File: src/common/pinio_regs.svh
/*
 * Offsets, field positions and reset values of the user-pin and precharge register bank.
 * Assumes inclusion by the package and the design module only.
 */
// Summary of operation
// - output-value register at 0x0f, reset zero, low five bits drive output pins.
// - bit 4 drives the filter strap pin, bits 3..0 the mode strap pins.
// - read-only input-level register at 0x10 returns sampled levels of input pins.
// - input precharge register 0x11 resets to ones; channels 0-3, even bit positive side.
// - input precharge register 0x12 resets to ones; channels 4-7, channel 4 in bits 1:0.
// - both input precharge registers store the complement of each written byte.
// - positive reference buffer register 0x13, reset zero, bit n enables channel n.
// - negative reference buffer register 0x14, reset zero, bit n enables channel n.
// - user pins work only in serial control mode with global pin enable set.
// - each pin's direction bit selects input on zero and output on one.
`ifndef PINIO_REGS_SVH
`define PINIO_REGS_SVH

`define PINIO_ADDR_W 7
`define PINIO_DATA_W 8
`define PINIO_NPINS 5
`define PINIO_NCH 8

`define PINIO_OFS_OUT_VALUES 7'h0f
`define PINIO_OFS_IN_LEVELS 7'h10
`define PINIO_OFS_INBUF_LOW 7'h11
`define PINIO_OFS_INBUF_HIGH 7'h12
`define PINIO_OFS_REFP 7'h13
`define PINIO_OFS_REFN 7'h14

`define PINIO_RST_OUT_VALUES 8'h00
`define PINIO_RST_IN_LEVELS 8'h00
`define PINIO_RST_INBUF 8'hff
`define PINIO_RST_REF 8'h00

`define PINIO_PIN_FILTER 4
`define PINIO_PIN_MSB 4

`endif

File: src/common/pinio_pkg.sv
/*
 * Types of the user-pin and precharge register bank.
 * Assumes pinio_regs.svh is on the include path.
 */
`include "pinio_regs.svh"

package pinio_pkg;
    typedef logic [`PINIO_ADDR_W-1:0] pinio_addr_t;
    typedef logic [`PINIO_DATA_W-1:0] pinio_byte_t;
    typedef logic [`PINIO_NPINS-1:0] pinio_pins_t;
    typedef logic [`PINIO_NCH-1:0] pinio_chan_t;
endpackage

File: src/pinio_bank.sv
/*
 * Register bank for five dual-purpose user pins and the per-channel precharge buffer enables.
 * Assumes the serial control port decodes frames and presents one-cycle read and write strobes
 * synchronous to clk; pin enable, pin directions and control mode come from elsewhere as levels.
 */
`timescale 1ns/10ps
`include "pinio_regs.svh"

module pinio_bank (
    input wire logic clk,
    input wire logic arst_n,
    input wire logic reg_wr_en,
    input wire logic reg_rd_en,
    input wire pinio_pkg::pinio_addr_t reg_addr,
    input wire pinio_pkg::pinio_byte_t reg_wdata,
    output logic [7:0] reg_rdata,
    input wire logic serial_ctrl_mode,
    input wire logic user_pins_global_on,
    input wire pinio_pkg::pinio_pins_t user_pin_dir,
    input wire pinio_pkg::pinio_pins_t user_pin_in,
    output pinio_pkg::pinio_pins_t user_pin_out,
    output pinio_pkg::pinio_pins_t user_pin_oe,
    output pinio_pkg::pinio_chan_t ch_input_buf_p_on,
    output pinio_pkg::pinio_chan_t ch_input_buf_n_on,
    output pinio_pkg::pinio_chan_t ch_ref_plus_buffer_on,
    output pinio_pkg::pinio_chan_t ch_ref_minus_buffer_on
);
    import pinio_pkg::*;

    function automatic logic hit(input pinio_addr_t a, input pinio_addr_t ofs);
        hit = (a == ofs);
    endfunction

    // bit positions of the positive and negative input buffer enables of a channel
    function automatic int pos_bit(input int ch);
        pos_bit = 2 * ch;
    endfunction

    function automatic int neg_bit(input int ch);
        neg_bit = 2 * ch + 1;
    endfunction

    logic rst_sync1_q;
    logic rst_n_q;
    pinio_byte_t out_values_q;
    pinio_byte_t out_values_d;
    pinio_byte_t in_levels_q;
    pinio_byte_t in_levels_d;
    pinio_byte_t inbuf_low_q;
    pinio_byte_t inbuf_low_d;
    pinio_byte_t inbuf_high_q;
    pinio_byte_t inbuf_high_d;
    pinio_byte_t refp_q;
    pinio_byte_t refp_d;
    pinio_byte_t refn_q;
    pinio_byte_t refn_d;
    pinio_byte_t read_mux;
    pinio_byte_t rdata_q;
    pinio_byte_t rdata_d;
    pinio_pins_t pin_out_q;
    pinio_pins_t pin_oe_q;
    wire pinio_pins_t pin_out_d;

    // pins act as general-purpose pins only in serial control mode with the global enable set
    wire pins_active = serial_ctrl_mode & user_pins_global_on;
    wire pinio_pins_t oe_d = pins_active ? user_pin_dir : '0;
    wire pinio_pins_t in_sel = pins_active ? ~user_pin_dir : '0;

    // address decode, shared by the write strobes and the read mux
    wire sel_out = hit(reg_addr, `PINIO_OFS_OUT_VALUES);
    wire sel_in = hit(reg_addr, `PINIO_OFS_IN_LEVELS);
    wire sel_low = hit(reg_addr, `PINIO_OFS_INBUF_LOW);
    wire sel_high = hit(reg_addr, `PINIO_OFS_INBUF_HIGH);
    wire sel_refp = hit(reg_addr, `PINIO_OFS_REFP);
    wire sel_refn = hit(reg_addr, `PINIO_OFS_REFN);

    // the input-level register has no write strobe, so writes to it are dropped
    wire wr_out = reg_wr_en & sel_out;
    wire wr_low = reg_wr_en & sel_low;
    wire wr_high = reg_wr_en & sel_high;
    wire wr_refp = reg_wr_en & sel_refp;
    wire wr_refn = reg_wr_en & sel_refn;

    // reset release through two flops
    always_ff @(posedge clk or negedge arst_n) begin
        if (!arst_n) begin
            rst_sync1_q <= 1'b0;
            rst_n_q <= 1'b0;
        end else begin
            rst_sync1_q <= 1'b1;
            rst_n_q <= rst_sync1_q;
        end
    end

    // bits 7:5 of the output-value register are not implemented and read zero
    assign out_values_d = wr_out
        ? {3'h0, reg_wdata[`PINIO_PIN_MSB:0]}
        : out_values_q;

    // the input buffer registers keep the complement of the written byte
    assign inbuf_low_d = wr_low
        ? ~reg_wdata
        : inbuf_low_q;
    assign inbuf_high_d = wr_high
        ? ~reg_wdata
        : inbuf_high_q;

    assign refp_d = wr_refp
        ? reg_wdata
        : refp_q;
    assign refn_d = wr_refn
        ? reg_wdata
        : refn_q;

    // only enabled input pins are sampled, the others read zero
    assign in_levels_d = {3'h0, user_pin_in & in_sel};

    // read data changes only on a read strobe; a write in the same cycle is not yet visible
    assign rdata_d = reg_rd_en
        ? read_mux
        : rdata_q;

    // each pin drives its stored value only while it is an enabled output
    genvar p;
    generate
        for (p = 0; p < `PINIO_NPINS; p = p + 1) begin : g_pin
            assign pin_out_d[p] = out_values_q[p] & oe_d[p];
        end
    endgenerate

    // one-hot read select; unmapped addresses read zero
    assign read_mux = ({8{sel_out}} & out_values_q)
        | ({8{sel_in}} & in_levels_q)
        | ({8{sel_low}} & inbuf_low_q)
        | ({8{sel_high}} & inbuf_high_q)
        | ({8{sel_refp}} & refp_q)
        | ({8{sel_refn}} & refn_q);

    always_ff @(posedge clk or negedge rst_n_q) begin
        if (!rst_n_q) begin
            out_values_q <= `PINIO_RST_OUT_VALUES;
        end else begin
            out_values_q <= out_values_d;
        end
    end

    always_ff @(posedge clk or negedge rst_n_q) begin
        if (!rst_n_q) begin
            in_levels_q <= `PINIO_RST_IN_LEVELS;
        end else begin
            in_levels_q <= in_levels_d;
        end
    end

    always_ff @(posedge clk or negedge rst_n_q) begin
        if (!rst_n_q) begin
            inbuf_low_q <= `PINIO_RST_INBUF;
        end else begin
            inbuf_low_q <= inbuf_low_d;
        end
    end

    always_ff @(posedge clk or negedge rst_n_q) begin
        if (!rst_n_q) begin
            inbuf_high_q <= `PINIO_RST_INBUF;
        end else begin
            inbuf_high_q <= inbuf_high_d;
        end
    end

    always_ff @(posedge clk or negedge rst_n_q) begin
        if (!rst_n_q) begin
            refp_q <= `PINIO_RST_REF;
        end else begin
            refp_q <= refp_d;
        end
    end

    always_ff @(posedge clk or negedge rst_n_q) begin
        if (!rst_n_q) begin
            refn_q <= `PINIO_RST_REF;
        end else begin
            refn_q <= refn_d;
        end
    end

    always_ff @(posedge clk or negedge rst_n_q) begin
        if (!rst_n_q) begin
            rdata_q <= 8'h00;
        end else begin
            rdata_q <= rdata_d;
        end
    end

    always_ff @(posedge clk or negedge rst_n_q) begin
        if (!rst_n_q) begin
            pin_out_q <= '0;
        end else begin
            pin_out_q <= pin_out_d;
        end
    end

    always_ff @(posedge clk or negedge rst_n_q) begin
        if (!rst_n_q) begin
            pin_oe_q <= '0;
        end else begin
            pin_oe_q <= oe_d;
        end
    end

    // channel c (low register) or c+4 (high register) of the input buffers uses bits 2c (positive) and 2c+1 (negative)
    genvar c;
    generate
        for (c = 0; c < `PINIO_NCH / 2; c = c + 1) begin : g_inbuf_low
            assign ch_input_buf_p_on[c] = inbuf_low_q[pos_bit(c)];
            assign ch_input_buf_n_on[c] = inbuf_low_q[neg_bit(c)];
        end
        for (c = 0; c < `PINIO_NCH / 2; c = c + 1) begin : g_inbuf_high
            assign ch_input_buf_p_on[c + `PINIO_NCH / 2] = inbuf_high_q[pos_bit(c)];
            assign ch_input_buf_n_on[c + `PINIO_NCH / 2] = inbuf_high_q[neg_bit(c)];
        end
    endgenerate

    assign ch_ref_plus_buffer_on = refp_q;
    assign ch_ref_minus_buffer_on = refn_q;
    assign user_pin_out = pin_out_q;
    assign user_pin_oe = pin_oe_q;
    assign reg_rdata = rdata_q;
endmodule // pinio_bank
File: config.mk
export PLATFORM = sky130hd
export DESIGN_NAME = pinio_bank
export DESIGN_NICKNAME = d
export VERILOG_FILES = /design/src/common/pinio_pkg.sv /design/src/pinio_bank.sv
export VERILOG_INCLUDE_DIRS = /design/src /design/src/common
export SDC_FILE = /design/constraint.sdc
export NUM_CORES = 1
export LEC_CHECK = 0
export BUFFER_PORTS_ARGS = -buffer_cell sky130_fd_sc_hd__buf_2
export CAP_MARGIN = 10
export CORE_ASPECT_RATIO = 1.4
export CORE_MARGIN = 2
export CORE_UTILIZATION = 30
export CTS_BUF_LIST = sky130_fd_sc_hd__clkbuf_2 sky130_fd_sc_hd__clkbuf_4 sky130_fd_sc_hd__clkbuf_8
export CTS_CLUSTER_SIZE = 24
export DETAILED_ROUTE_END_ITERATION = 6
export PLACE_DENSITY = 0.58
export SLEW_MARGIN = 20
export SYNTH_ARGS = -nofsm -noshare
export SYNTH_HDL_FRONTEND = slang
export SYNTH_SLANG_ARGS = --single-unit
File: constraint.sdc
create_clock -name clk -period 2.56 [get_ports clk]
set_input_delay 0.768 -clock clk [delete_from_list [all_inputs] [get_ports clk]]
set_output_delay 0.768 -clock clk [all_outputs]
set_load 0.02 [all_outputs]
Word-level counts from Yosys, hierarchy flattened:

Index checks and enable logic that the tools add are counted.

* input port bits: 31
* bits in registers: 62
* output and inout port bits: 50

* multiplexer cells: 2
* eq/ne operators: 6
* bitwise operators: 25

Operator list (count)
* $or A8 B8 Y8: 5
* $eq A7 B5 Y1 const B: 5
* $and A8 B8 Y8: 4
* $and A8 B5 Y8: 2
* $and A1 B1 Y1: 11
* $mux W5: 2
* $not A8 Y8: 1
* $eq A7 B4 Y1 const B: 1
* $and A5 B5 Y5: 1
* $not A5 Y5: 1

Longest topological paths before layout:

Gate-level depths: netlist (run 1).

* word-level depth: 7
* mapped depth: 6
* gate-level depth less buffers: 4

Least setup slack after synthesis (run 1):

No wires, ideal clock.

* path kind: input-to-reg
* from: input port reg_addr[3]
* to: register refn_q[0] (netlist: ch_ref_minus_buffer_on[0])
* arrival time: 2.035 ns
* setup slack: 0.401 ns
* stages: 4
* path buffers: 0
* cell sequence: or4b_4 nor3_4 nand3_4 mux2_2

* cells in the longest elaborated chain, start to end: 2

RTL lines
* start, declared: RTL line pinio_bank.sv:14 `input wire pinio_pkg::pinio_addr_t reg_addr,`
* $eq A7 B5 Y1: RTL line pinio_bank.sv:31 `hit = (a == ofs);`
* $and A1 B1 Y1: RTL line pinio_bank.sv:82 `wire wr_refn = reg_wr_en & sel_refn;`
* end signal, assigned: RTL line pinio_bank.sv:181 `` refn_q <= `PINIO_RST_REF; ``
* end signal, assigned: RTL line pinio_bank.sv:183 `refn_q <= refn_d;`
* end, declared: RTL line pinio_bank.sv:55 `pinio_byte_t refn_q;`

No other way between the ends.
A chain may end at the register's enable or synchronous reset.

Worst setup path after layout (run 1):

Same ends and word-level chain as after synthesis.

==> results.sh, run 1 <==
export IMPL_cts_hold_buf=0
export IMPL_crit_arrival_ns=2.09
export IMPL_grt_pass1_wl_mm=10.43
export IMPL_crit_reg2reg_launch="ch_ref_plus_buffer_on[5]"
export IMPL_avgSynthCellArea_um2=12.62
export IMPL_gp_congestion=0.7472
export IMPL_die_x_um=82.47
export IMPL_syn_inst=205
export IMPL_syn_area_mm2=0.002586
export IMPL_fin_crit_ns=1.871
export IMPL_routedWlPerCell_um=16.21
export IMPL_synthTopCellsByArea="dfrtp_1 45%, dfstp_2 16%, mux2_2 13%"
export IMPL_cts_sinks=62
export IMPL_worstSetupStartpointType="primary input"
export IMPL_dp_hpwl_mm=4.987
export IMPL_areaGrowthSynthToFinish_pct=30.14
export IMPL_clock_latency_ns=0.34
export IMPL_slowest_delay_ns=0.56
export IMPL_max_vdd_ir_drop_uv=337.7
export IMPL_cpMaxStageDelayCell="or4b_4"
export IMPL_max_freq_ghz=0.5344
export IMPL_vias_per_cell=4.726
export IMPL_final_fill_count=847
export IMPL_setup_viol=0
export IMPL_setup_tns_final_ns=0
export IMPL_first_iter_violations=144
export IMPL_synth_top_area_share_pct=44.51
export IMPL_hp_class="in -> async"
export IMPL_cts_root_buf="clkbuf_8"
export IMPL_path_cells="buf_2 -> or4b_4 -> nor3_4 -> nand3_4 -> mux2_2"
export IMPL_post_cts_buffers=0
export IMPL_rsz0062_at_grt="no"
export IMPL_hold_viol_final=0
export IMPL_nNetsFinal=330
export IMPL_core_area_mm2=0.008458
export IMPL_drtAntennaViolNets=0
export IMPL_numCtsBuffers=9
export IMPL_skew_ns=0.005477
export IMPL_ys_flop_type="dfrtp_1"
export IMPL_seq_area_frac_synth_pct=60.76
export IMPL_outcome="complete, no violations"
export IMPL_grt_ovfl_total=0
export IMPL_synth_top_area_cell="dfrtp_1"
export IMPL_die_area_mm2=0.009390
export IMPL_io_buffers=80
export IMPL_ios=81
export IMPL_routed_wl_mm=6.628
export IMPL_crit_start="reg_addr[3]"
export IMPL_dp_slack_ns=0.3298
export IMPL_post_cts_resized=0
export IMPL_antenna_found_initial=0
export IMPL_drive_above_1_share_pct=51.97
export IMPL_cts_clk_slew_worst_paths_ns=0.07
export IMPL_period_share_pct=73.10
export IMPL_path_delay_family="simple AND/OR/NAND/NOR gates"
export IMPL_final_cells=409
export IMPL_synth_edf_count=0
export IMPL_relSlewSlack_pct=58.70
export IMPL_power_leakage_nw=1.678
export IMPL_slew_viol_final=0
export IMPL_ys_types=33
export IMPL_endpoint_kind="flop"
export IMPL_num_rows=40
export IMPL_cts_tree="done"
export IMPL_via_count=1933
export IMPL_p_per_area_mw_per_mm2=675.5
export IMPL_grt_max_degree=49
export IMPL_crit_path_max_fanout=8
export IMPL_synth_warnings=0
export IMPL_diodes=0
export IMPL_grt_pass1_vias=1911
export IMPL_drc=0
export IMPL_fp_dieH_um=113.9
export IMPL_cp_required_ns=2.78
export IMPL_start_util_pct=30.58
export IMPL_criticalPathCategory="in -> reg"
export IMPL_synth_fp_nets=236
export IMPL_firstDrtPassIters=6
export IMPL_worst_pin_slew_ns=0.6195
export IMPL_maxCapViolCount=0
export IMPL_cts_max_path_buffers=2
export IMPL_path_buf_inv=1
export IMPL_cts_max_level=3
export IMPL_setup_ws_ns=0.6887
export IMPL_ys_ff_latch=62
export IMPL_synth_async_reset_ratio_pct=100.0
export IMPL_dpl_cell_count=393
export IMPL_grt_usage_pct=15.31
export IMPL_reg2reg_setup_slack_ns=1.30
layer usage:
layer / wire length, um / vias up / GRT usage, %
met2: 3392 / 60 / 24.19
met3: 335 / 8 / 3.797
met5: 0 / - / 0
met4: 110 / 0 / 6.333
met1: 2790 / 936 / 19.77
li1: - / 929 / -
layout make-up:
type / instances / area [um^2] / share of cell area, %
clock buffer: 12 / 158.9 / 4.721
timing repair buffer: 91 / 483.0 / 14.35
clock inverter: 4 / 45.04 / 1.338
multi-input combinational: 134 / 968.4 / 28.77
sequential: 62 / 1575 / 46.80
tap: 105 / 131.4 / 3.903
inverter: 1 / 3.754 / 0.1115
cells in the final DEF, fill, tap and decap left out, types with 2 or more instances in the layout:
cell      Yosys  final
buf_2         1     80
dfrtp_1      46     45
mux2_2       30     30
nand2_1      23     23
o21ai_0      16     16
dfstp_2      16     16
clkbuf_8      0     11
buf_4         1     11
nor2_1       10     10
a22o_1        7      7
nor3b_1       6      6
a22oi_1       6      6
a31oi_1       6      6
and3_1        5      5
and2_1        5      5
clkinv_2      0      3
nor2b_1       2      2
nand3_1       2      2
a32oi_1       2      2
a21oi_1       2      2
nand4_1       2      2
final timing paths:
path	cells after the start	to
max	5	ch_ref_minus_buffer_on[0]
min	1	rst_n_q
max reg2reg	4	reg_rdata[5]
min reg2reg	0	ch_ref_plus_buffer_on[1]
max in group asynchronous	1	user_pin_out[4]
min in group clk	0	rst_n_q
cells by family (layout without fill, tap and decap cells):
kind of cell | Yosys count | after routing | synth area share (%)
DFF | 62 | 62 | 60.76
and+or+nand+nor | 62 | 62 | 13.30
AOI/OAI and AO/OA | 40 | 40 | 10.06
other | 1 | 1 | 0.1450
muxes | 31 | 31 | 13.93
buffers and inverters | 9 | 108 | 1.789
sequential cells by signal (all words and copies together) (netlist names):
name,count
user_pin_oe,5
out_values_q,5
inbuf_high_q,8
rst_n_q,1
reg_rdata,8
ch_ref_minus_buffer_on,8
user_pin_out,5
in_levels_q,5
inbuf_low_q,8
ch_ref_plus_buffer_on,8
rst_sync1_q,1
power by group:
part / total (mW) / leakage [nW] / internal (mW) / switching, mW
registers: 1.12 / 0.779 / 1.06 / 0.0584
logic: 0.283 / 0.789 / 0.117 / 0.167
clock network: 0.871 / 0.110 / 0.508 / 0.363
metrics by stage:
step	utilization (%)	total power [mW]	area, um^2	hold slack (ns)
CTS	39.76	2.308	3363	0.1797
floorplan	-	1.291	2586	0.3312
detailed placement	37.35	1.425	3159	0.3442
global placement	37.35	1.419	3159	0.3364
finish	39.79	2.274	3366	0.1987
global route	39.79	2.392	3366	0.1751
Yosys cell counts (4+ instances only):
cell type / n
mux2_2: 30
clkbuf_1: 4
o21ai_0: 16
dfrtp_1: 46
a22o_1: 7
nor3b_1: 6
dfstp_2: 16
a31oi_1: 6
nor2_1: 10
and2_1: 5
nand2_1: 23
and3_1: 5
a22oi_1: 6
worst register-to-register path: stages (launching register included):
cell and delay [ns]:
dfrtp_1 0.40, mux2_2 0.27, a22o_1 0.19, a32oi_1 0.17, a21oi_1 0.09
Note: power is estimated with default switching activity, not from simulation.
==> run 2: changes to the inputs <==
--- a/config.mk
+++ b/config.mk
@@ -14,7 +14,7 @@
 export CTS_BUF_LIST = sky130_fd_sc_hd__clkbuf_2 sky130_fd_sc_hd__clkbuf_4 sky130_fd_sc_hd__clkbuf_8
 export CTS_CLUSTER_SIZE = 24
 export DETAILED_ROUTE_END_ITERATION = 6
-export PLACE_DENSITY = 0.58
+export PLACE_DENSITY = 0.6
 export SLEW_MARGIN = 20
 export SYNTH_ARGS = -nofsm -noshare
 export SYNTH_HDL_FRONTEND = slang
==> constraint.sdc (replaced) <==
create_clock -name clk -period 1.66 [get_ports clk]
set_input_delay 0.498 -clock clk [delete_from_list [all_inputs] [get_ports clk]]
set_output_delay 0.498 -clock clk [all_outputs]
set_load 0.02 [all_outputs]
==> results.sh, run 2 (synthesized netlist as in run 1, its figures left out) <==
export IMPL_grt_pass1_wl_mm=10.66
export IMPL_routed_wl_mm=6.628
export IMPL_num_rows=40
export IMPL_first_iter_violations=95
export IMPL_drtAntennaViolNets=0
export IMPL_clock_latency_ns=0.34
export IMPL_maxCapViolCount=0
export IMPL_hp_class="reg -> async"
export IMPL_outcome="complete, no violations"
export IMPL_cts_max_level=3
export IMPL_fin_crit_ns=1.591
export IMPL_areaGrowthSynthToFinish_pct=34.83
export IMPL_cts_max_path_buffers=2
export IMPL_cts_hold_buf=1
export IMPL_seq_area_mm2=0.001573
export IMPL_drc=0
export IMPL_grt_usage_pct=15.41
export IMPL_dp_hpwl_mm=5.089
export IMPL_start_util_pct=30.58
export IMPL_core_area_mm2=0.008458
export IMPL_cts_clk_slew_worst_paths_ns=0.07
export IMPL_routedWlPerCell_um=15.71
export IMPL_grt_ovfl_total=0
export IMPL_vias_per_cell=4.742
export IMPL_die_area_mm2=0.009390
export IMPL_die_x_um=82.47
export IMPL_slew_viol_final=0
export IMPL_nNetsFinal=343
export IMPL_io_buffers=80
export IMPL_final_fill_count=810
export IMPL_crit_arrival_ns=1.81
export IMPL_power_leakage_nw=1.741
export IMPL_fp_dieH_um=113.9
export IMPL_final_common_cell="buf_2"
export IMPL_period_share_pct=95.82
export IMPL_worstSetupStartpointType="primary input"
export IMPL_max_vdd_ir_drop_uv=741.5
export IMPL_antenna_found_initial=0
export IMPL_cts_root_buf="clkbuf_8"
export IMPL_grt_max_degree=47
export IMPL_cts_tree="done"
export IMPL_criticalPathCategory="in -> reg"
export IMPL_cts_sinks=62
export IMPL_skew_ns=0.009589
export IMPL_cp_required_ns=1.88
export IMPL_post_route_util_pct=41.23
export IMPL_setup_viol=0
export IMPL_numCtsBuffers=9
export IMPL_hold_viol_final=0
export IMPL_grt_pass1_vias=2061
export IMPL_firstDrtPassIters=4
export IMPL_multi_input_area_um2=974.7
export IMPL_post_cts_buffers=0
export IMPL_via_count=2001
export IMPL_whs_ns=0.1770
export IMPL_layout_common_cells="80 x buf_2, 45 x dfrtp_1, 30 x mux2_2"
export IMPL_max_freq_ghz=0.6287
export IMPL_gp_congestion=0.7803
export IMPL_rsz0062_at_grt="no"
export IMPL_p_per_area_mw_per_mm2=1017
export IMPL_endpoint_kind="flop"
export IMPL_drive_above_1_share_pct=53.94
export IMPL_crit_path_max_fanout=8
export IMPL_diodes=0
export IMPL_post_cts_resized=0
export IMPL_ios=81
-- run 2: cell count changes in the layout (fill, tap and decap cells not counted), sizes merged --
| cell | previous run | this run |
|---|---|---|
| clkinv | 3 | 1 |
| clkinvlp | 0 | 1 |
| clkbuf | 12 | 13 |
| dlygate4sd3 | 0 | 1 |
| buf | 91 | 103 |
-- run 2: routing by layer --
metal,vias up,GRT usage [%],wire length [um]
met1,977,19.63,2788
li1,954,-,-
met3,9,4.035,351
met4,0,5.667,94
met5,-,0,0
met2,61,24.84,3394
-- run 2: layout make-up --
type,count,share of cell area [%]
clock buffer,13,4.772
clock inverter,3,1.220
inverter,1,0.1076
multi-input combinational,134,27.95
sequential,62,45.10
tap,105,3.767
timing repair buffer,104,17.08
-- run 2: per-stage QoR --
stage,setup WS [ns],power (mW),cell area (um^2),std cells,TNS (ns)
5_1_grt,0.01265,3.709,3487,422,0
4_1_cts,0.07302,3.595,3487,422,0
3_5_place_dp,-0.2920,2.216,3268,405,-6.280
3_3_place_gp,-0.2490,2.204,3268,405,-5.426
2_1_floorplan,-0.2284,1.991,2594,205,-1.992
6_report,0.06941,3.545,3487,422,0
-- run 2: worst paths after layout --
kind / start / end / slack (ns) / depth (start not counted)
max: reg_addr[3] / ch_ref_minus_buffer_on[6] / 0.07 / 5
min: rst_n_q / ch_ref_plus_buffer_on[3] / 0.18 / 0
min in group clk: user_pin_dir[2] / in_levels_q[2] / 0.32 / 2
max in group asynchronous: rst_n_q / inbuf_high_q[7] / 0.87 / 1
min reg2reg: rst_n_q / ch_ref_plus_buffer_on[3] / 0.18 / 0
max reg2reg: ch_ref_plus_buffer_on[3] / reg_rdata[3] / 0.40 / 3
-- run 2: worst max-delay path, stage by stage --
cell and delay [ns]:
buf_2 0.12, or4b_4 0.55, nor3_4 0.18, nand3_4 0.16, mux2_2 0.30
-- run 2: power breakdown --
part           switching, mW  total [mW]  internal (mW)
logic                  0.276       0.472          0.196
clock network          0.556        1.36          0.807
registers             0.0751        1.71           1.64
==> run 3: changes to the inputs <==
--- a/config.mk
+++ b/config.mk
@@ -6,6 +6,7 @@
 export SDC_FILE = /design/constraint.sdc
 export NUM_CORES = 1
 export LEC_CHECK = 0
+export ABC_CLOCK_PERIOD_IN_PS = 1660
 export BUFFER_PORTS_ARGS = -buffer_cell sky130_fd_sc_hd__buf_2
 export CAP_MARGIN = 10
 export CORE_ASPECT_RATIO = 1.4
@@ -14,6 +15,7 @@
 export CTS_BUF_LIST = sky130_fd_sc_hd__clkbuf_2 sky130_fd_sc_hd__clkbuf_4 sky130_fd_sc_hd__clkbuf_8
 export CTS_CLUSTER_SIZE = 24
 export DETAILED_ROUTE_END_ITERATION = 6
+export GPL_TIMING_DRIVEN = 0
 export PLACE_DENSITY = 0.6
 export SLEW_MARGIN = 20
 export SYNTH_ARGS = -nofsm -noshare
==> results.sh, run 3 (synthesized netlist as in run 1, its figures left out) <==
export IMPL_layout_common_cells="78 x buf_2, 45 x dfrtp_1, 29 x mux2_2"
export IMPL_slew_viol_final=0
export IMPL_relSlewSlack_pct=49.60
export IMPL_power_switching_mw=0.8853
export IMPL_numCtsBuffers=9
export IMPL_dpl_cell_count=389
export IMPL_cp_required_ns=1.87
export IMPL_grt_max_degree=61
export IMPL_clock_latency_ns=0.33
export IMPL_areaGrowthSynthToFinish_pct=31.98
export IMPL_crit_arrival_ns=1.86
export IMPL_dp_slack_ns=-0.5826
export IMPL_cts_clk_slew_worst_paths_ns=0.06
export IMPL_diodes=0
export IMPL_gp_congestion=0.8208
export IMPL_power_leakage_nw=1.680
export IMPL_endpoint_kind="flop"
export IMPL_crit_reg2reg_launch="ch_ref_plus_buffer_on[3]"
export IMPL_hold_viol_final=0
export IMPL_grt_ovfl_total=0
export IMPL_vias_per_cell=4.820
export IMPL_crit_start="reg_addr[6]"
export IMPL_drtAntennaViolNets=0
export IMPL_postPlaceCellArea_mm2=0.003123
export IMPL_die_area_mm2=0.009390
export IMPL_post_route_util_pct=40.36
export IMPL_setup_viol=0
export IMPL_drc=0
export IMPL_crit_path_max_fanout=8
export IMPL_fin_crit_ns=1.648
export IMPL_skew_ns=0.01025
export IMPL_final_common_cell="buf_2"
export IMPL_power_frac_clock_pct=38.9
export IMPL_worstHoldStart="user_pin_dir[1]"
export IMPL_final_fill_count=841
export IMPL_power_switching_share_pct=24.94
export IMPL_criticalPathCategory="in -> reg"
export IMPL_p_int_mw=2.665
export IMPL_start_util_pct=30.58
export IMPL_hp_class="in -> reg"
export IMPL_antenna_found_initial=0
export IMPL_cts_max_level=3
export IMPL_seqPwrFrac_pct=48.7
export IMPL_dp_hpwl_mm=4.951
export IMPL_max_vdd_ir_drop_uv=423.4
export IMPL_setup_tns_final_ns=0
export IMPL_combPwrFrac_pct=12.4
export IMPL_final_cell_area_mm2=0.003413
export IMPL_io_buffers=79
export IMPL_cts_tree="done"
export IMPL_worstSetupStartpointType="primary input"
export IMPL_max_freq_ghz=0.6070
export IMPL_cts_root_buf="clkbuf_8"
export IMPL_first_iter_violations=76
export IMPL_final_cells=410
export IMPL_rsz0062_at_grt="yes"
export IMPL_p_per_area_mw_per_mm2=1040
export IMPL_fp_dieH_um=113.9
export IMPL_grt_pass1_vias=2058
export IMPL_nNetsFinal=331
export IMPL_via_count=1976
export IMPL_maxCapViolCount=0
export IMPL_drive_above_1_share_pct=51.48
export IMPL_grt_usage_pct=15.35
export IMPL_routedWlPerCell_um=16.20
export IMPL_die_x_um=82.47
export IMPL_cts_sinks=62
export IMPL_routed_wl_mm=6.644
export IMPL_grt_pass1_wl_mm=10.54
export IMPL_outcome="complete, no violations"
export IMPL_core_area_mm2=0.008458
export IMPL_whs_ns=0.3265
export IMPL_setup_ws_ns=0.01245
export IMPL_power_total_mw=3.550
export IMPL_num_rows=40
export IMPL_period_share_pct=99.25
export IMPL_ios=81
export IMPL_worst_pin_slew_ns=0.7560
export IMPL_reg2reg_setup_slack_ns=0.41
export IMPL_firstDrtPassIters=4
export IMPL_cts_max_path_buffers=2
## run 3: layout make-up
cell class / count / area (um^2) / share of cell area [%]
clock inverters: 1 / 30.03 / 0.8798
inverters: 1 / 3.754 / 0.1100
well taps: 105 / 131.4 / 3.849
multi-input cells: 134 / 997.2 / 29.22
plain buffers: 8 / 42.54 / 1.246
flip-flops and latches: 62 / 1575 / 46.15
clock buffers: 15 / 181.4 / 5.315
repair buffers: 84 / 451.7 / 13.23
## run 3: worst paths after layout
| path | end | cells after the start |
|---|---|---|
| worst max-delay path | ch_ref_minus_buffer_on[0] | 5 |
| worst min-delay path | in_levels_q[1] | 2 |
| worst max register to register | reg_rdata[3] | 3 |
| worst min register to register | rst_n_q | 0 |
| max in group asynchronous | ch_ref_minus_buffer_on[6] | 0 |
| min in group asynchronous | ch_ref_plus_buffer_on[3] | 0 |
## run 3: per-layer routing
layer,vias up,wire length [um],global-route usage [%]
met4,0,127,6.444
met3,9,357,4.114
met1,958,2690,18.37
met2,67,3469,25.54
met5,-,0,0
li1,942,-,-
## run 3: timing repair
action / 4_1_cts / 5_1_grt
endpoints found under the setup margin: 31 / 30
hold buffers: 1 / 0
gates resized for setup: 8 / 2
pin swaps: 4 / 3
buffers inserted: 3 / 1
endpoints found under the hold margin: 2 / 0
## run 3: worst max-delay path, cell delays in order
cell,delay (ns)
buf_8,0.10
or4b_4,0.55
nor3_4,0.18
nand3_4,0.19
mux2_4,0.34
## run 3: power groups by stage
stage | Combinational, mW | Sequential, mW | Clock, mW
2_1_floorplan | 0.148 | 1.84 | 0
3_3_place_gp | 0.426 | 1.75 | 0
3_5_place_dp | 0.432 | 1.76 | 0
4_1_cts | 0.447 | 1.73 | 1.42
5_1_grt | 0.481 | 1.75 | 1.49
6_report | 0.441 | 1.73 | 1.38
